[src/rtl/bcw_pkg.sv]
// Purpose: Shared constants and types for the block control word decoder.
// Assumes: Control word and block data arrive on the mclk domain.
// Notes:   Register offsets are byte addresses on the plain register port.
package bcw_pkg;
    // ************************************************************
    // Control word layout
    // ************************************************************
    localparam int CW_W = 192;
    localparam int IDX_LSB = 0;
    localparam int IDX_W = 8;
    localparam int BLK_LSB = 8;
    localparam int BLK_W = 4;
    localparam int ROWS_LSB = 16;
    localparam int ROWS_W = 9;
    localparam int SEG_LSB = 28;
    localparam int SEG_W = 2;
    localparam int SINGLE_BIT = 30;
    localparam int OP_LSB = 32;
    localparam int OP_W = 3;
    localparam int REV_BIT = 36;
    localparam logic [IDX_W-1:0] IDX_OK = 8'h00;
    localparam logic [ROWS_W-1:0] ROWS_PER_BLOCK = 9'h088;
    localparam logic [ROWS_W-1:0] ROWS_MIN = 9'h001;
    localparam logic [OP_W-1:0] OP_LOAD = 3'h0;
    localparam logic [OP_W-1:0] OP_CLEAR = 3'h1;
    localparam logic [OP_W-1:0] OP_SET = 3'h2;
    localparam logic [7:0] ROW_FIRST = 8'h01;
    localparam logic [7:0] ROW_LAST = 8'h88;
    // ************************************************************
    // Block data lanes
    // ************************************************************
    localparam int LANES = 4;
    localparam int LANE_W = 64;
    localparam logic [LANES-1:0] MASK_ALL = 4'hf;
    localparam logic [LANES-1:0] MASK_LANE0 = 4'h1;
    // ************************************************************
    // Register map
    // ************************************************************
    localparam int ADDR_W = 8;
    localparam logic [ADDR_W-1:0] REG_CTRL = 8'h00;
    localparam logic [ADDR_W-1:0] REG_STATUS = 8'h04;
    localparam logic [ADDR_W-1:0] REG_FIELDS = 8'h08;
    localparam logic [ADDR_W-1:0] REG_ACCEPT = 8'h0c;
    localparam logic [ADDR_W-1:0] REG_DISCARD = 8'h10;
    localparam int CTRL_ENABLE_BIT = 0;
    localparam int CTRL_ABORT_BIT = 1;
    localparam logic CTRL_ENABLE_RST = 1'b1;
    localparam logic [15:0] CNT_ONE = 16'h0001;

    typedef struct packed {
        logic [BLK_W-1:0] block;
        logic [ROWS_W-1:0] rows;
        logic [OP_W-1:0] op;
        logic reverse;
        logic [SEG_W-1:0] segment;
        logic single;
    } bcw_fields_t;

    typedef struct packed {
        logic we;
        logic [7:0] addr;
        logic [LANES-1:0] lane_mask;
        logic [LANES*LANE_W-1:0] data;
    } bcw_row_t;

    typedef struct packed {
        logic [ADDR_W-1:0] addr;
        logic [31:0] wdata;
        logic wr;
        logic rd;
    } bcw_bus_t;

    typedef enum logic [1:0] {ST_IDLE, ST_LOAD, ST_FILL} bcw_state_t;
endpackage

[src/rtl/bcw_decoder.sv]
// Purpose: Decode block control words and steer the row writes of each block.
// Assumes: All inputs come from logic on mclk; no synchronisers needed.
// Notes:   Words on channels 1 to 3 are drained and dropped.
`timescale 1ns/10ps
module bcw_decoder
(
    input wire logic mclk,
    input wire logic arst_n,
    input wire logic [bcw_pkg::CW_W-1:0] control_word_bus,
    input wire logic cw0_valid,
    output logic cw0_ready,
    input wire logic [2:0] cw_other_valid,
    output logic [2:0] cw_other_ready,
    input wire logic [bcw_pkg::LANES-1:0] lane_valid,
    input wire logic [bcw_pkg::LANES*bcw_pkg::LANE_W-1:0] lane_data,
    output logic [bcw_pkg::LANES-1:0] lane_ready,
    output bcw_pkg::bcw_row_t row_out,
    output bcw_pkg::bcw_fields_t fields_out,
    output logic block_busy,
    input wire bcw_pkg::bcw_bus_t bus,
    output logic [31:0] rdata
);
    import bcw_pkg::*;

    // ************************************************************
    // Word decode
    // ************************************************************
    bcw_state_t state;
    bcw_state_t next_state;
    bcw_fields_t fields;
    bcw_fields_t next_fields;
    logic [IDX_W-1:0] w_idx;
    logic [OP_W-1:0] w_op;
    logic [ROWS_W-1:0] w_rows;
    logic w_single;
    logic op_ok;
    logic rows_ok;
    logic word_ok;
    logic cw_take;
    logic cw_accept;
    logic cw_discard;
    logic enable;
    logic abort;
    logic [7:0] row_addr;
    logic [ROWS_W-1:0] rows_left;
    logic beat;
    logic fill_step;
    logic last_row;
    logic [LANES-1:0] need_mask;
    logic [LANES-1:0] seg_mask;
    logic [15:0] accept_cnt;
    logic [15:0] discard_cnt;
    logic row_we;
    logic [7:0] row_wr_addr;
    logic [LANES-1:0] row_mask;
    logic [LANES*LANE_W-1:0] row_data;

    // Only named fields are sliced; reserved bits are never looked at
    assign w_idx = control_word_bus[IDX_LSB +: IDX_W];
    assign w_op = control_word_bus[OP_LSB +: OP_W];
    assign w_rows = control_word_bus[ROWS_LSB +: ROWS_W];
    assign w_single = control_word_bus[SINGLE_BIT];
    assign op_ok = (w_op == OP_LOAD) || (w_op == OP_CLEAR) || (w_op == OP_SET);
    // Row range only matters for a load
    assign rows_ok = (w_op != OP_LOAD) ||
                     ((w_rows >= ROWS_MIN) && (w_rows <= ROWS_PER_BLOCK));
    // Bad index, reserved code or out of range rows: drop the word whole
    assign word_ok = (w_idx == IDX_OK) && op_ok && rows_ok;
    assign cw_take = cw0_valid && cw0_ready;
    assign cw_accept = cw_take && word_ok;
    assign cw_discard = cw_take && !word_ok;

    // Words are taken only between blocks, so fields cannot change mid block
    assign cw0_ready = enable && (state == ST_IDLE);
    // Other channels are drained so their senders never hang
    assign cw_other_ready = 3'h7;

    always_comb
    begin
        next_fields.block = control_word_bus[BLK_LSB +: BLK_W];
        next_fields.op = w_op;
        next_fields.single = w_single;
        if (w_op == OP_LOAD)
        begin
            next_fields.rows = w_rows;
            next_fields.reverse = control_word_bus[REV_BIT];
        end
        else
        begin
            next_fields.rows = ROWS_PER_BLOCK;
            next_fields.reverse = 1'b0;
        end
        if (w_single)
        begin
            next_fields.segment = control_word_bus[SEG_LSB +: SEG_W];
        end
        else
        begin
            next_fields.segment = '0;
        end
    end

    always_ff @(posedge mclk or negedge arst_n)
    begin
        if (!arst_n)
        begin
            fields <= '0;
        end
        else if (cw_accept)
        begin
            fields <= next_fields;
        end
    end

    // ************************************************************
    // Block sequencing
    // ************************************************************
    // Single channel needs lane 0 only; normal mode needs all four at once
    assign need_mask = fields.single ? MASK_LANE0 : MASK_ALL;
    assign beat = (state == ST_LOAD) && (&(lane_valid | ~need_mask));
    assign lane_ready = beat ? need_mask : '0;
    assign fill_step = (state == ST_FILL);
    assign last_row = (rows_left == ROWS_MIN);
    assign seg_mask = fields.single ? (MASK_LANE0 << fields.segment) : MASK_ALL;

    always_comb
    begin
        next_state = state;
        case (state)
            ST_IDLE:
            begin
                if (cw_accept)
                begin
                    if (w_op == OP_LOAD)
                    begin
                        next_state = ST_LOAD;
                    end
                    else
                    begin
                        next_state = ST_FILL;
                    end
                end
            end
            ST_LOAD:
            begin
                if (abort || (beat && last_row))
                begin
                    next_state = ST_IDLE;
                end
            end
            ST_FILL:
            begin
                if (abort || last_row)
                begin
                    next_state = ST_IDLE;
                end
            end
            default:
            begin
                next_state = ST_IDLE;
            end
        endcase
    end

    always_ff @(posedge mclk or negedge arst_n)
    begin
        if (!arst_n)
        begin
            state <= ST_IDLE;
        end
        else
        begin
            state <= next_state;
        end
    end

    // Row pointer and rows still to write
    always_ff @(posedge mclk or negedge arst_n)
    begin
        if (!arst_n)
        begin
            row_addr <= ROW_FIRST;
            rows_left <= '0;
        end
        else if (cw_accept)
        begin
            rows_left <= next_fields.rows;
            if (next_fields.reverse)
            begin
                row_addr <= ROW_LAST;
            end
            else
            begin
                row_addr <= ROW_FIRST;
            end
        end
        else if (beat || fill_step)
        begin
            rows_left <= rows_left - ROWS_MIN;
            if (fields.reverse)
            begin
                row_addr <= row_addr - 8'h01;
            end
            else
            begin
                row_addr <= row_addr + 8'h01;
            end
        end
    end

    // ************************************************************
    // Row output
    // ************************************************************
    always_ff @(posedge mclk or negedge arst_n)
    begin
        if (!arst_n)
        begin
            row_we <= 1'b0;
            row_wr_addr <= '0;
            row_mask <= '0;
        end
        else
        begin
            row_we <= beat || fill_step;
            row_wr_addr <= row_addr;
            row_mask <= seg_mask;
        end
    end

    genvar g;
    generate
        for (g = 0; g < LANES; g++)
        begin : g_lane
            always_ff @(posedge mclk or negedge arst_n)
            begin
                if (!arst_n)
                begin
                    row_data[g*LANE_W +: LANE_W] <= '0;
                end
                else if (fill_step)
                begin
                    // Clear gives zeros, set gives ones across the row
                    row_data[g*LANE_W +: LANE_W] <= {LANE_W{fields.op == OP_SET}};
                end
                else if (beat)
                begin
                    // Single channel copies lane 0 into every slot; the lane mask marks its segment
                    if (fields.single)
                    begin
                        row_data[g*LANE_W +: LANE_W] <= lane_data[0 +: LANE_W];
                    end
                    else
                    begin
                        row_data[g*LANE_W +: LANE_W] <= lane_data[g*LANE_W +: LANE_W];
                    end
                end
            end
        end
    endgenerate

    assign fields_out = fields;
    assign row_out = '{row_we, row_wr_addr, row_mask, row_data};
    assign block_busy = (state != ST_IDLE);

    // ************************************************************
    // Register port
    // ************************************************************
    assign abort = bus.wr && (bus.addr == REG_CTRL) && bus.wdata[CTRL_ABORT_BIT];

    always_ff @(posedge mclk or negedge arst_n)
    begin
        if (!arst_n)
        begin
            enable <= CTRL_ENABLE_RST;
        end
        else if (bus.wr && (bus.addr == REG_CTRL))
        begin
            enable <= bus.wdata[CTRL_ENABLE_BIT];
        end
    end

    // A write clears a counter; an event in the same cycle still counts
    always_ff @(posedge mclk or negedge arst_n)
    begin
        if (!arst_n)
        begin
            accept_cnt <= '0;
        end
        else if (bus.wr && (bus.addr == REG_ACCEPT))
        begin
            accept_cnt <= cw_accept ? CNT_ONE : '0;
        end
        else if (cw_accept)
        begin
            accept_cnt <= accept_cnt + CNT_ONE;
        end
    end

    always_ff @(posedge mclk or negedge arst_n)
    begin
        if (!arst_n)
        begin
            discard_cnt <= '0;
        end
        else if (bus.wr && (bus.addr == REG_DISCARD))
        begin
            discard_cnt <= cw_discard ? CNT_ONE : '0;
        end
        else if (cw_discard)
        begin
            discard_cnt <= discard_cnt + CNT_ONE;
        end
    end

    // Read data stands only in the cycle after the strobe
    always_ff @(posedge mclk or negedge arst_n)
    begin
        if (!arst_n)
        begin
            rdata <= '0;
        end
        else if (bus.rd)
        begin
            case (bus.addr)
                REG_CTRL: rdata <= {31'h0, enable};
                REG_STATUS: rdata <= {13'h0, rows_left, row_addr, state};
                REG_FIELDS: rdata <= {12'h0, fields};
                REG_ACCEPT: rdata <= {16'h0, accept_cnt};
                REG_DISCARD: rdata <= {16'h0, discard_cnt};
                default: rdata <= '0;
            endcase
        end
        else
        begin
            rdata <= '0;
        end
    end
endmodule

[config.mk]
export PLATFORM = sky130hd
export DESIGN_NAME = bcw_decoder
export DESIGN_NICKNAME = d
export VERILOG_FILES = /design/src/rtl/bcw_pkg.sv /design/src/rtl/bcw_decoder.sv
export SDC_FILE = /design/constraint.sdc
export NUM_CORES = 1
export LEC_CHECK = 0
export ABC_AREA = 1
export BUFFER_PORTS_ARGS = -buffer_cell sky130_fd_sc_hd__buf_4
export CAP_MARGIN = 20
export CORE_AREA = 2 2 324 326
export CTS_CLUSTER_DIAMETER = 50
export DETAILED_ROUTE_END_ITERATION = 12
export DIE_AREA = 0 0 326 328
export SETUP_SLACK_MARGIN = 0.2
export SLEW_MARGIN = 0
export SYNTH_ARGS = -nofsm -noshare
export SYNTH_HDL_FRONTEND = slang
export SYNTH_SLANG_ARGS = --single-unit
[constraint.sdc]
create_clock -name mclk -period 2.2 [get_ports mclk]
set_input_delay 0.55 -clock mclk [delete_from_list [all_inputs] [get_ports mclk]]
set_output_delay 0.55 -clock mclk [all_outputs]
set_load 0.01 [all_outputs]
==> results of run 1 <==
## per-stage QoR
step / total power, mW / hold WS, ns / setup TNS [ns]
2_1_floorplan: 13.4 / 0.254 / 0
3_3_place_gp: 18.8 / 0.439 / 0
3_5_place_dp: 18.9 / 0.433 / 0
4_1_cts: 29.1 / 0.0795 / -2.36
5_1_grt: 30.5 / 0.118 / -5.38
6_report: 28.9 / 0.138 / -0.356
## per-layer routing
layer | track usage, % | up-vias
met5 | 0 | -
met4 | 6.27 | 8
met3 | 4.99 | 196
met2 | 27.3 | 995
met1 | 22.2 | 9739
li1 | - | 9269
## layout make-up
class	count	area, sq um
repair inverters	3	56.3
well taps	1380	1730
fillers	10800	72800
repair buffers	869	8840
flip-flops and latches	361	9040
clock inverters	34	377
multi-input cells	1762	8490
inverters	74	310
clock buffers	73	1570
diodes	2	5.00
## worst min-delay path, delay by kind of cell
kind | cells | cell delay [ns]
simple gates | 2 | 0.09
buf+inv | 1 | 0.08
## how the worst max path moves through the flow
stage	start	to	slack, ns	cells after the start
5_1_grt	fields_out[0]	row_out[128]	-0.10	15
3_3_place_gp	lane_valid[3]	row_out[86]	0.05	8
2_1_floorplan	fields_out[0]	lane_ready[2]	0.25	7
4_1_cts	fields_out[0]	lane_ready[0]	-0.08	6
6_report	fields_out[0]	row_out[128]	-0.05	15
3_5_place_dp	state[1]	row_out[86]	0.05	8
## flip-flops by register name, indices dropped and copies added (netlist names), 2 cells and up
| name | count |
|---|---|
| row_addr | 8 |
| row_wr_addr | 8 |
| accept_cnt | 16 |
| state | 2 |
| fields_out | 20 |
| row_out | 256 |
| rdata | 20 |
| row_mask | 4 |
| rows_left | 9 |
| discard_cnt | 16 |
## kinds of logic after synthesis
family          share of synthesized area [%]
buf+inv                                  6.26
fa+ha+maj                               0.803
xor+xnor                                 1.89
simple gates                             24.7
flops                                    50.0
other cells                            0.0415
compound gates                           16.3
## placed cells by master (no fill, tap or decap), drive strengths merged
cell,synthesis,routed
buf,85,849
dlygate4sd3,0,1
o22ai,6,6
dfstp,2,2
dfrtp,359,359
nor3b,2,2
a21o,1,1
nand2,948,948
and2,1,1
diode,0,2
inv,71,87
a21oi,276,276
clkinv,3,12
nor2,55,55
conb,2,15
nand3,79,79
nand4,11,11
fa,1,1
xnor2,11,11
clkbuf,96,77
or2,3,3
nor4,2,2
o21ai,281,281
ha,10,10
clkinvlp,0,8
nor3,12,12
a41oi,10,10
a21boi,2,2
bufinv,0,4
nand3b,6,6
bufbuf,0,15
xor2,28,28
o211ai,2,2
## report_power, final
part | total [mW] | switching (mW) | internal (mW) | leakage, nW
sequential | 10.2 | 1.46 | 8.70 | 4.71
combinational | 9.53 | 4.93 | 4.60 | 9.56
clock | 9.25 | 3.65 | 5.60 | 0.935
## repair_timing
item / in CTS / in global routing
setup endpoints to repair: 126 / 280
endpoints found under the hold margin: 23 / 0
gates cloned: 52 / 6
setup buffers: 62 / 8
gates resized for setup: 236 / 126
pin swaps: 9 / 23
hold buffers: 1 / 0
==> results.py, run 1 <==
metrics = {
    "final_layout": {
        "fin_util_pct": 29.5,
        "fin_area_sq_um": 30400,
        "fin_nets": 3639,
        "stdcell_count": 4558,
        "drive_gt1_share_pct": 35.6,
        "syn2layout_area_growth_pct": 68.2,
    },
    "yosys": {
        "synth_top_area_share_pct": 49.7,
        "netlist_instances": 2365,
        "synth_common_cells": "nand2_1, dfrtp_1, a21oi_1",
        "ys_async_sr_fraction_pct": 100,
        "synth_ff_type": "dfrtp_1",
        "synth_top_cell_by_area": "dfrtp_1",
        "syn_avg_cell_area_sq_um": 7.64,
        "yosys-top-cells-area": "dfrtp_1, nand2_1, a21oi_1",
        "yosysWarnings": 0,
        "yosysMostFrequentCell": "nand2_1",
        "ys_ff_latch": 361,
        "synth_area_sq_um": 18100,
        "synth_edf_count": 0,
        "yosysUniqueCellTypes": 42,
        "yosysSeqAreaShare_pct": 50.0,
    },
    "routing": {
        "antenna_left": 0,
        "dr_total_vias": 20200,
        "viasPerCell": 4.43,
        "wl_met1_mm": 40.5,
        "drt_iter0_markers": 1668,
        "drc_errors": 0,
        "met3_length_mm": 8.71,
        "wl_met2_mm": 43.6,
        "firstDrtPassIters": 5,
        "wire_per_inst_microns": 21.1,
        "wirelength_mm": 96.2,
        "top_signal_layer_used": "met5",
    },
    "place": {
        "dp_cells": 4320,
        "place_congestion": 0.923,
        "placed_cell_area_sq_um": 25100,
        "pre_cts_ws_ns": 0.0548,
        "port_buffers": 617,
        "hpwl_mm": 63.8,
    },
    "worst_hold_path": {
        "whs_path_depth": 3,
        "hp-start": "control_word_bus[9]",
        "min_to": "fields_out[17]",
        "min_path_type": "in -> reg",
    },
    "critical_path": {
        "worst_path_max_delay_cell": "dfrtp_4",
        "cp_max_fo": 7,
        "worstSetupPathType": "reg -> reg",
        "timing.rr.end": "row_out[128]",
        "crit_top_cell": "buf_6",
        "arrival_ns": 2.74,
        "cp_num_buf_inv": 10,
        "r2r-start": "fields_out[0]",
        "critPathLaunchType": "register",
        "crit_family": "buffers and inverters",
        "end_kind": "register",
        "rr_worst_depth": 15,
        "r2r_setup_slack_ns": -0.05,
        "required_ns": 2.70,
        "max_stage_delay_ns": 0.45,
        "worstPathCellList": "inv_6 -> a21boi_4 -> nand2_2 -> buf_6 -> buf_6 -> buf_6 -> buf_6 -> nand2_8 -> buf_12 -> inv_16 -> buf_12 -> buf_12 -> buf_16 -> nand2_1 -> nand2_1",
    },
    "grt": {
        "grt_pass1_vias": 20100,
        "antenna_found_initial": 12,
        "groute.usage.overall_pct": 17.2,
        "grt_max_degree": 66,
        "globalRouteOverflowTotal": 0,
        "grt_pass1_wl_mm": 137,
    },
    "flow_run": {
        "cap_violations": 0,
    },
    "clock_tree": {
        "numCtsBuffers": 57,
        "cts_root_buffer": "clkbuf_16",
        "clk_latency_ns": 0.63,
        "cts.htree.levels": 2,
        "cts.sinks": 361,
        "cts.clk_slew.worst_paths_ns": 0.06,
        "cts_buffer_depth": 3,
        "cts_tree": "built",
    },
    "floorplanning": {
        "row_count": 118,
        "start_util_pct": 17.5,
        "die_area_sq_um": 107000,
        "coreArea_sq_um": 103000,
        "die_h_microns": 328,
        "fp.dieW_microns": 326,
        "io_pins": 830,
    },
    "timing": {
        "fin_ws_ns": -0.0461,
        "hold_violations": 0,
        "worst_pin_slew_ns": 0.565,
        "setup_viol": 34,
        "period_minus_slack_ns": 2.25,
        "finalCritPeriodShare_pct": 102,
        "fin_skew_ns": 0.0163,
        "max_clock_freq_ghz": 0.445,
        "maxSlewViolCount": 0,
        "max_slew_margin_pct": 61.9,
        "rsz0062_at_grt": "true",
    },
    "pwr": {
        "peakVddDrop_mv": 0.533,
        "powerDensity_nw_per_um2": 952,
        "p_leak_nw": 15.2,
    },
    "run_status": {
        "status": "finished with violations",
        "violations": "setup timing",
    },
}
No activity file was read; power rests on OpenSTA's default activity.
==> run 2, diff against run 1 <==
REMOVE_ABC_BUFFERS = 1   (was not set)
==> run 2 against run 1 <==
Net effect: the flow now finishes without violations; register-to-register slack better by 0.20 ns; non-clock buffer count is 55 lower; power is 1.6% lower; fmax grew 2.1%; cell area fell by 3.8%; wire length is 3.5% lower; global-route usage is 2.2 points lower; critical path depth fell by 9; critical path type is now reg -> out; largest power group unchanged.
==> results.py, run 2 (same netlist as run 1, synthesis figures left out) <==
metrics = {
    "routing": {
        "wirelength_mm": 92.9,
        "viasPerCell": 4.40,
        "wire_per_inst_microns": 20.6,
        "firstDrtPassIters": 5,
        "antenna_left": 0,
        "dr_total_vias": 19800,
        "drt_iter0_markers": 1408,
        "drc_errors": 0,
    },
    "timing": {
        "fin_skew_ns": 0.0356,
        "max_slew_margin_pct": 43.4,
        "maxSlewViolCount": 0,
        "whs_ns": 0.0977,
        "hold_violations": 0,
        "period_minus_slack_ns": 2.20,
        "rsz0062_at_grt": "true",
        "fin_setup_tns_ns": 0,
        "finalCritPeriodShare_pct": 100,
        "max_clock_freq_ghz": 0.455,
        "worst_pin_slew_ns": 0.849,
        "setup_viol": 0,
    },
    "floorplanning": {
        "io_pins": 830,
        "coreArea_sq_um": 103000,
        "fp.dieW_microns": 326,
        "row_count": 118,
        "die_h_microns": 328,
        "die_area_sq_um": 107000,
        "start_util_pct": 17.5,
    },
    "clock_tree": {
        "cts.htree.levels": 2,
        "cts.sinks": 361,
        "cts_buffer_depth": 3,
        "clk_latency_ns": 0.65,
        "cts_root_buffer": "clkbuf_16",
        "numCtsBuffers": 58,
        "cts.clk_slew.worst_paths_ns": 0.06,
        "cts_tree": "built",
    },
    "grt": {
        "busiest_layer": "met2",
        "met1_usage_pct": 18.6,
        "grt_pass1_wl_mm": 122,
        "globalRouteOverflowTotal": 0,
        "grt_util_met2_pct": 24.7,
        "grt_max_degree": 75,
        "met3_usage_pct": 4.47,
        "groute.usage.overall_pct": 15.1,
        "antenna_found_initial": 6,
        "grt_pass1_vias": 18800,
    },
    "place": {
        "dp_cells": 4317,
        "port_buffers": 617,
        "hpwl_mm": 61.1,
        "place_congestion": 0.914,
    },
    "critical_path": {
        "critPathLaunchType": "register",
        "required_ns": 1.65,
        "arrival_ns": 1.65,
        "cp_max_fo": 3,
        "worstSetupPathType": "reg -> out",
        "end_kind": "output port",
    },
    "final_layout": {
        "largest_reg_flops": 256,
        "drive_gt1_share_pct": 34.7,
        "final_common_cell": "nand2_1",
        "fin_nets": 3582,
        "syn2layout_area_growth_pct": 61.8,
        "final_cell_mix": "nand2_1, buf_4, dfrtp_1",
        "stdcell_count": 4501,
        "nFillCells": 11000,
    },
    "worst_hold_path": {
        "min_path_type": "in -> reg",
    },
    "pwr": {
        "peakVddDrop_mv": 0.589,
        "powerDensity_nw_per_um2": 973,
        "power_mw": 28.5,
        "p_leak_nw": 14.4,
    },
    "flow_run": {
        "cap_violations": 0,
    },
    "run_status": {
        "status": "finished clean",
    },
}
-- run 2: path summary, 6_finish.rpt --
| path | startpoint | endpoint | slack (ns) | depth (start not counted) |
|---|---|---|---|---|
| setup reg to reg | state[0] | row_out[17] | 0.15 | 10 |
| min in group asynchronous | arst_n | fields_out[7] | 0.38 | 2 |
| max in group asynchronous | arst_n | row_out[169] | 1.02 | 3 |
| hold reg to reg | row_addr[0] | row_wr_addr[0] | 0.46 | 0 |
| setup / recovery | fields_out[0] | lane_ready[0] | 0.0008 | 6 |
| hold / removal | control_word_bus[9] | fields_out[17] | 0.1 | 3 |
-- run 2: per-stage QoR --
step,cell area [sq um],util [%],setup WS (ns)
floorplan,17300,-,-10.25
global placement,25000,24.3,-0.170
detailed placement,25000,24.3,-0.195
global route,29200,28.3,-0.0645
finish,29200,28.3,0.000762
CTS,27600,26.7,-0.0644
-- run 2: repair_timing --
item                                    CTS  global route
hold buffers                              1             0
resized for setup                        72           277
pin swaps                                10           137
endpoints found under the setup margin   11           182
gates cloned                              5            28
buffers inserted                         19            21
endpoints found under the hold margin    24             0
-- run 2: report_power, final --
group	internal (mW)	total [mW]	switching, mW
clock network	5.74	9.53	3.78
logic	4.18	8.86	4.68
registers	8.70	10.1	1.38
-- run 2: layout make-up --
type                    count  area, sq um  area share, %
flip-flops and latches    361         9040           30.9
inverters                  74          303           1.04
multi-input cells        1762         8620           29.5
clock buffers              67         1520           5.18
clock inverters            41          485           1.66
diodes                      2         5.00         0.0171
well taps                1380         1730           5.90
repair buffers            814         7550           25.8
-- run 2: metal layers --
layer	up-vias	share of wire [%]	wire (microns)
met5	-	0	0
met2	984	45	42200
met4	0	3.9	3620
met3	161	9.5	8800
met1	9537	41	38200
li1	9127	-	-
-- run 2: worst max-delay path, stage by stage, from the launching register on --
cell	delay, ns
dfrtp_4	0.51
inv_8	0.09
a21boi_2	0.06
nand2_2	0.07
inv_2	0.04
buf_4	0.12
buf_6	0.11
==> run 3, diff against run 2 <==
GPL_TIMING_DRIVEN = 0   (was not set)
==> run 3 against run 2 <==
Net effect: the run now ends with setup timing left; critical path type is now reg -> reg; largest cell class unchanged; via count is 3.3% higher; combinational power is 5.0% higher; wire length is 11% higher; critical endpoint is now row_out[81]; clock-buffer cell count is 20 higher; fmax is 15% lower; utilization is 1.0 points higher; sequential power hardly changed; critical path depth is 13 higher; cell area is 3.6% higher; highest routed layer is now met5; register-to-register slack worse by 0.55 ns; hold slack better by 0.030 ns.
==> results.py, run 3 (same netlist as run 1, synthesis figures left out) <==
metrics = {
    "timing": {
        "rsz0062_at_grt": "true",
        "max_clock_freq_ghz": 0.384,
        "setup_viol": 280,
        "fin_ws_ns": -0.402,
        "fin_skew_ns": 0.0253,
        "maxSlewViolCount": 0,
        "worst_pin_slew_ns": 1.08,
        "finalCritPeriodShare_pct": 118,
        "hold_violations": 0,
        "period_minus_slack_ns": 2.60,
        "max_slew_margin_pct": 27.8,
    },
    "final_layout": {
        "drive_gt1_share_pct": 35.4,
        "largest_reg_flops": 256,
        "regArea_sq_um": 9040,
        "stdcell_count": 4530,
        "nFillCells": 10900,
        "final_cell_mix": "nand2_1, buf_4, dfrtp_1",
        "final_common_cell": "nand2_1",
        "fin_nets": 3603,
        "syn2layout_area_growth_pct": 67.7,
        "multi_input_area_sq_um": 8640,
    },
    "pwr": {
        "peakVddDrop_mv": 0.734,
        "pwr-share-comb_pct": 30.4,
        "p_seq_share_pct": 32.8,
        "power_mw": 30.6,
        "swShare_pct": 34.0,
        "intPower_mw": 20.2,
        "p_sw_mw": 10.4,
        "powerDensity_nw_per_um2": 1010,
        "clkPwrFrac_pct": 36.8,
        "p_leak_nw": 15.0,
    },
    "run_status": {
        "violations": "setup timing",
        "status": "finished with violations",
    },
    "critical_path": {
        "critPathLaunchType": "register",
        "arrival_ns": 3.10,
        "timing.rr.end": "row_out[81]",
        "r2r_setup_slack_ns": -0.40,
        "cp_max_fo": 7,
        "worstSetupPathType": "reg -> reg",
        "rr_worst_depth": 19,
        "r2r-start": "state[1]",
        "required_ns": 2.69,
        "end_kind": "register",
    },
    "place": {
        "place_congestion": 0.888,
        "dp_cells": 4225,
        "port_buffers": 617,
        "hpwl_mm": 57.2,
        "pre_cts_ws_ns": -2.41,
    },
    "routing": {
        "viasPerCell": 4.52,
        "firstDrtPassIters": 5,
        "dr_total_vias": 20500,
        "wire_per_inst_microns": 22.7,
        "drt_iter0_markers": 1426,
        "drc_errors": 0,
        "wirelength_mm": 103,
        "antenna_left": 0,
    },
    "floorplanning": {
        "io_pins": 830,
        "row_count": 118,
        "start_util_pct": 17.5,
        "die_area_sq_um": 107000,
        "die_h_microns": 328,
        "coreArea_sq_um": 103000,
        "fp.dieW_microns": 326,
    },
    "clock_tree": {
        "cts.clk_slew.worst_paths_ns": 0.05,
        "cts.sinks": 361,
        "cts_root_buffer": "clkbuf_16",
        "cts.htree.levels": 3,
        "cts_tree": "built",
        "cts_buffer_depth": 3,
        "clk_latency_ns": 0.63,
        "numCtsBuffers": 71,
    },
    "worst_hold_path": {
        "hp-start": "control_word_bus[9]",
        "whs_path_depth": 3,
        "min_path_type": "in -> reg",
        "min_to": "fields_out[17]",
    },
    "grt": {
        "globalRouteOverflowTotal": 0,
        "groute.usage.overall_pct": 17.7,
        "grt_pass1_wl_mm": 138,
        "antenna_found_initial": 11,
        "grt_max_degree": 110,
        "grt_pass1_vias": 19600,
    },
    "flow_run": {
        "cap_violations": 0,
    },
}
[run 3: cell types whose count changed in the layout (fill, tap and decap cells not counted), sizes merged]
cell / change
diode: +2
clkbuf: +12
nand3: +2
nand2: +3
clkinv: +9
buf: -3
bufbuf: +3
clkinvlp: -6
nor2: +1
inv: +6
[run 3: critical path, stage by stage (launching register included)]
cell	delay, ns
dfrtp_1	0.41
inv_4	0.07
nor2_4	0.04
buf_12	0.14
buf_16	0.14
inv_16	0.05
buf_16	0.11
nor4_4	0.04
buf_4	0.15
buf_12	0.12
buf_12	0.13
buf_12	0.12
buf_8	0.11
buf_12	0.13
buf_12	0.12
buf_12	0.14
buf_8	0.13
buf_6	0.11
o21ai_2	0.10
nand2_1	0.06
[run 3: layout make-up]
cell class	count	share of cell area, %
Sequential cell	361	29.8
Multi-Input combinational cell	1768	28.5
Timing Repair Buffer	806	26.3
Clock buffer	87	6.43
Tap cell	1380	5.70
Clock inverter	40	1.61
Inverter	74	1.17
Timing Repair inverter	10	0.454
Antenna cell	4	0.0330
[run 3: per-layer routing]
| layer | track usage [%] | up-vias | wire length [microns] |
|---|---|---|---|
| met3 | 6.00 | 255 | 10200 |
| met5 | 0 | - | 28 |
| met4 | 9.33 | 4 | 5690 |
| met1 | 21.3 | 9875 | 41100 |
| met2 | 27.8 | 1106 | 46100 |
| li1 | - | 9220 | - |
[run 3: power groups by stage]
stage	combinational (mW)	clock (mW)	sequential [mW]
after floorplan	2.53	0	10.8
after detailed placement	8.54	0	10.0
after CTS	9.08	11.5	9.98
final	9.30	11.2	10.0
after global routing	10.1	11.8	10.3
after global placement	8.49	0	10.0
[run 3: worst max-delay path by stage]
stage	start	endpoint	cells past startpoint	slack, ns
after floorplan	state[0]	row_addr[3]	8	-10.25
after global placement	state[0]	rows_left[7]	8	-27.16
after detailed placement	state[1]	row_out[29]	16	-2.41
after CTS	state[1]	row_out[17]	18	-0.37
after global routing	state[1]	row_out[81]	19	-0.44
final	state[1]	row_out[81]	19	-0.40
[run 3: what timing repair did]
item / CTS / global route
endpoints found under the setup margin: 315 / 338
gates cloned: 43 / 22
endpoints found under the hold margin: 74 / 30
resized for setup: 239 / 200
setup buffers: 80 / 25
pin swaps: 13 / 38
[run 3: per-stage QoR]
stage,instance area [sq um],hold slack [ns],setup TNS [ns],util [%]
2_1_floorplan,17300,0.254,-2692.07,-
3_3_place_gp,23600,0.455,-8581.01,22.9
3_5_place_dp,24300,0.448,-567.04,23.5
4_1_cts,29000,-0.0961,-62.26,28.1
5_1_grt,30300,0.109,-73.16,29.4
6_report,30300,0.127,-53.67,29.4
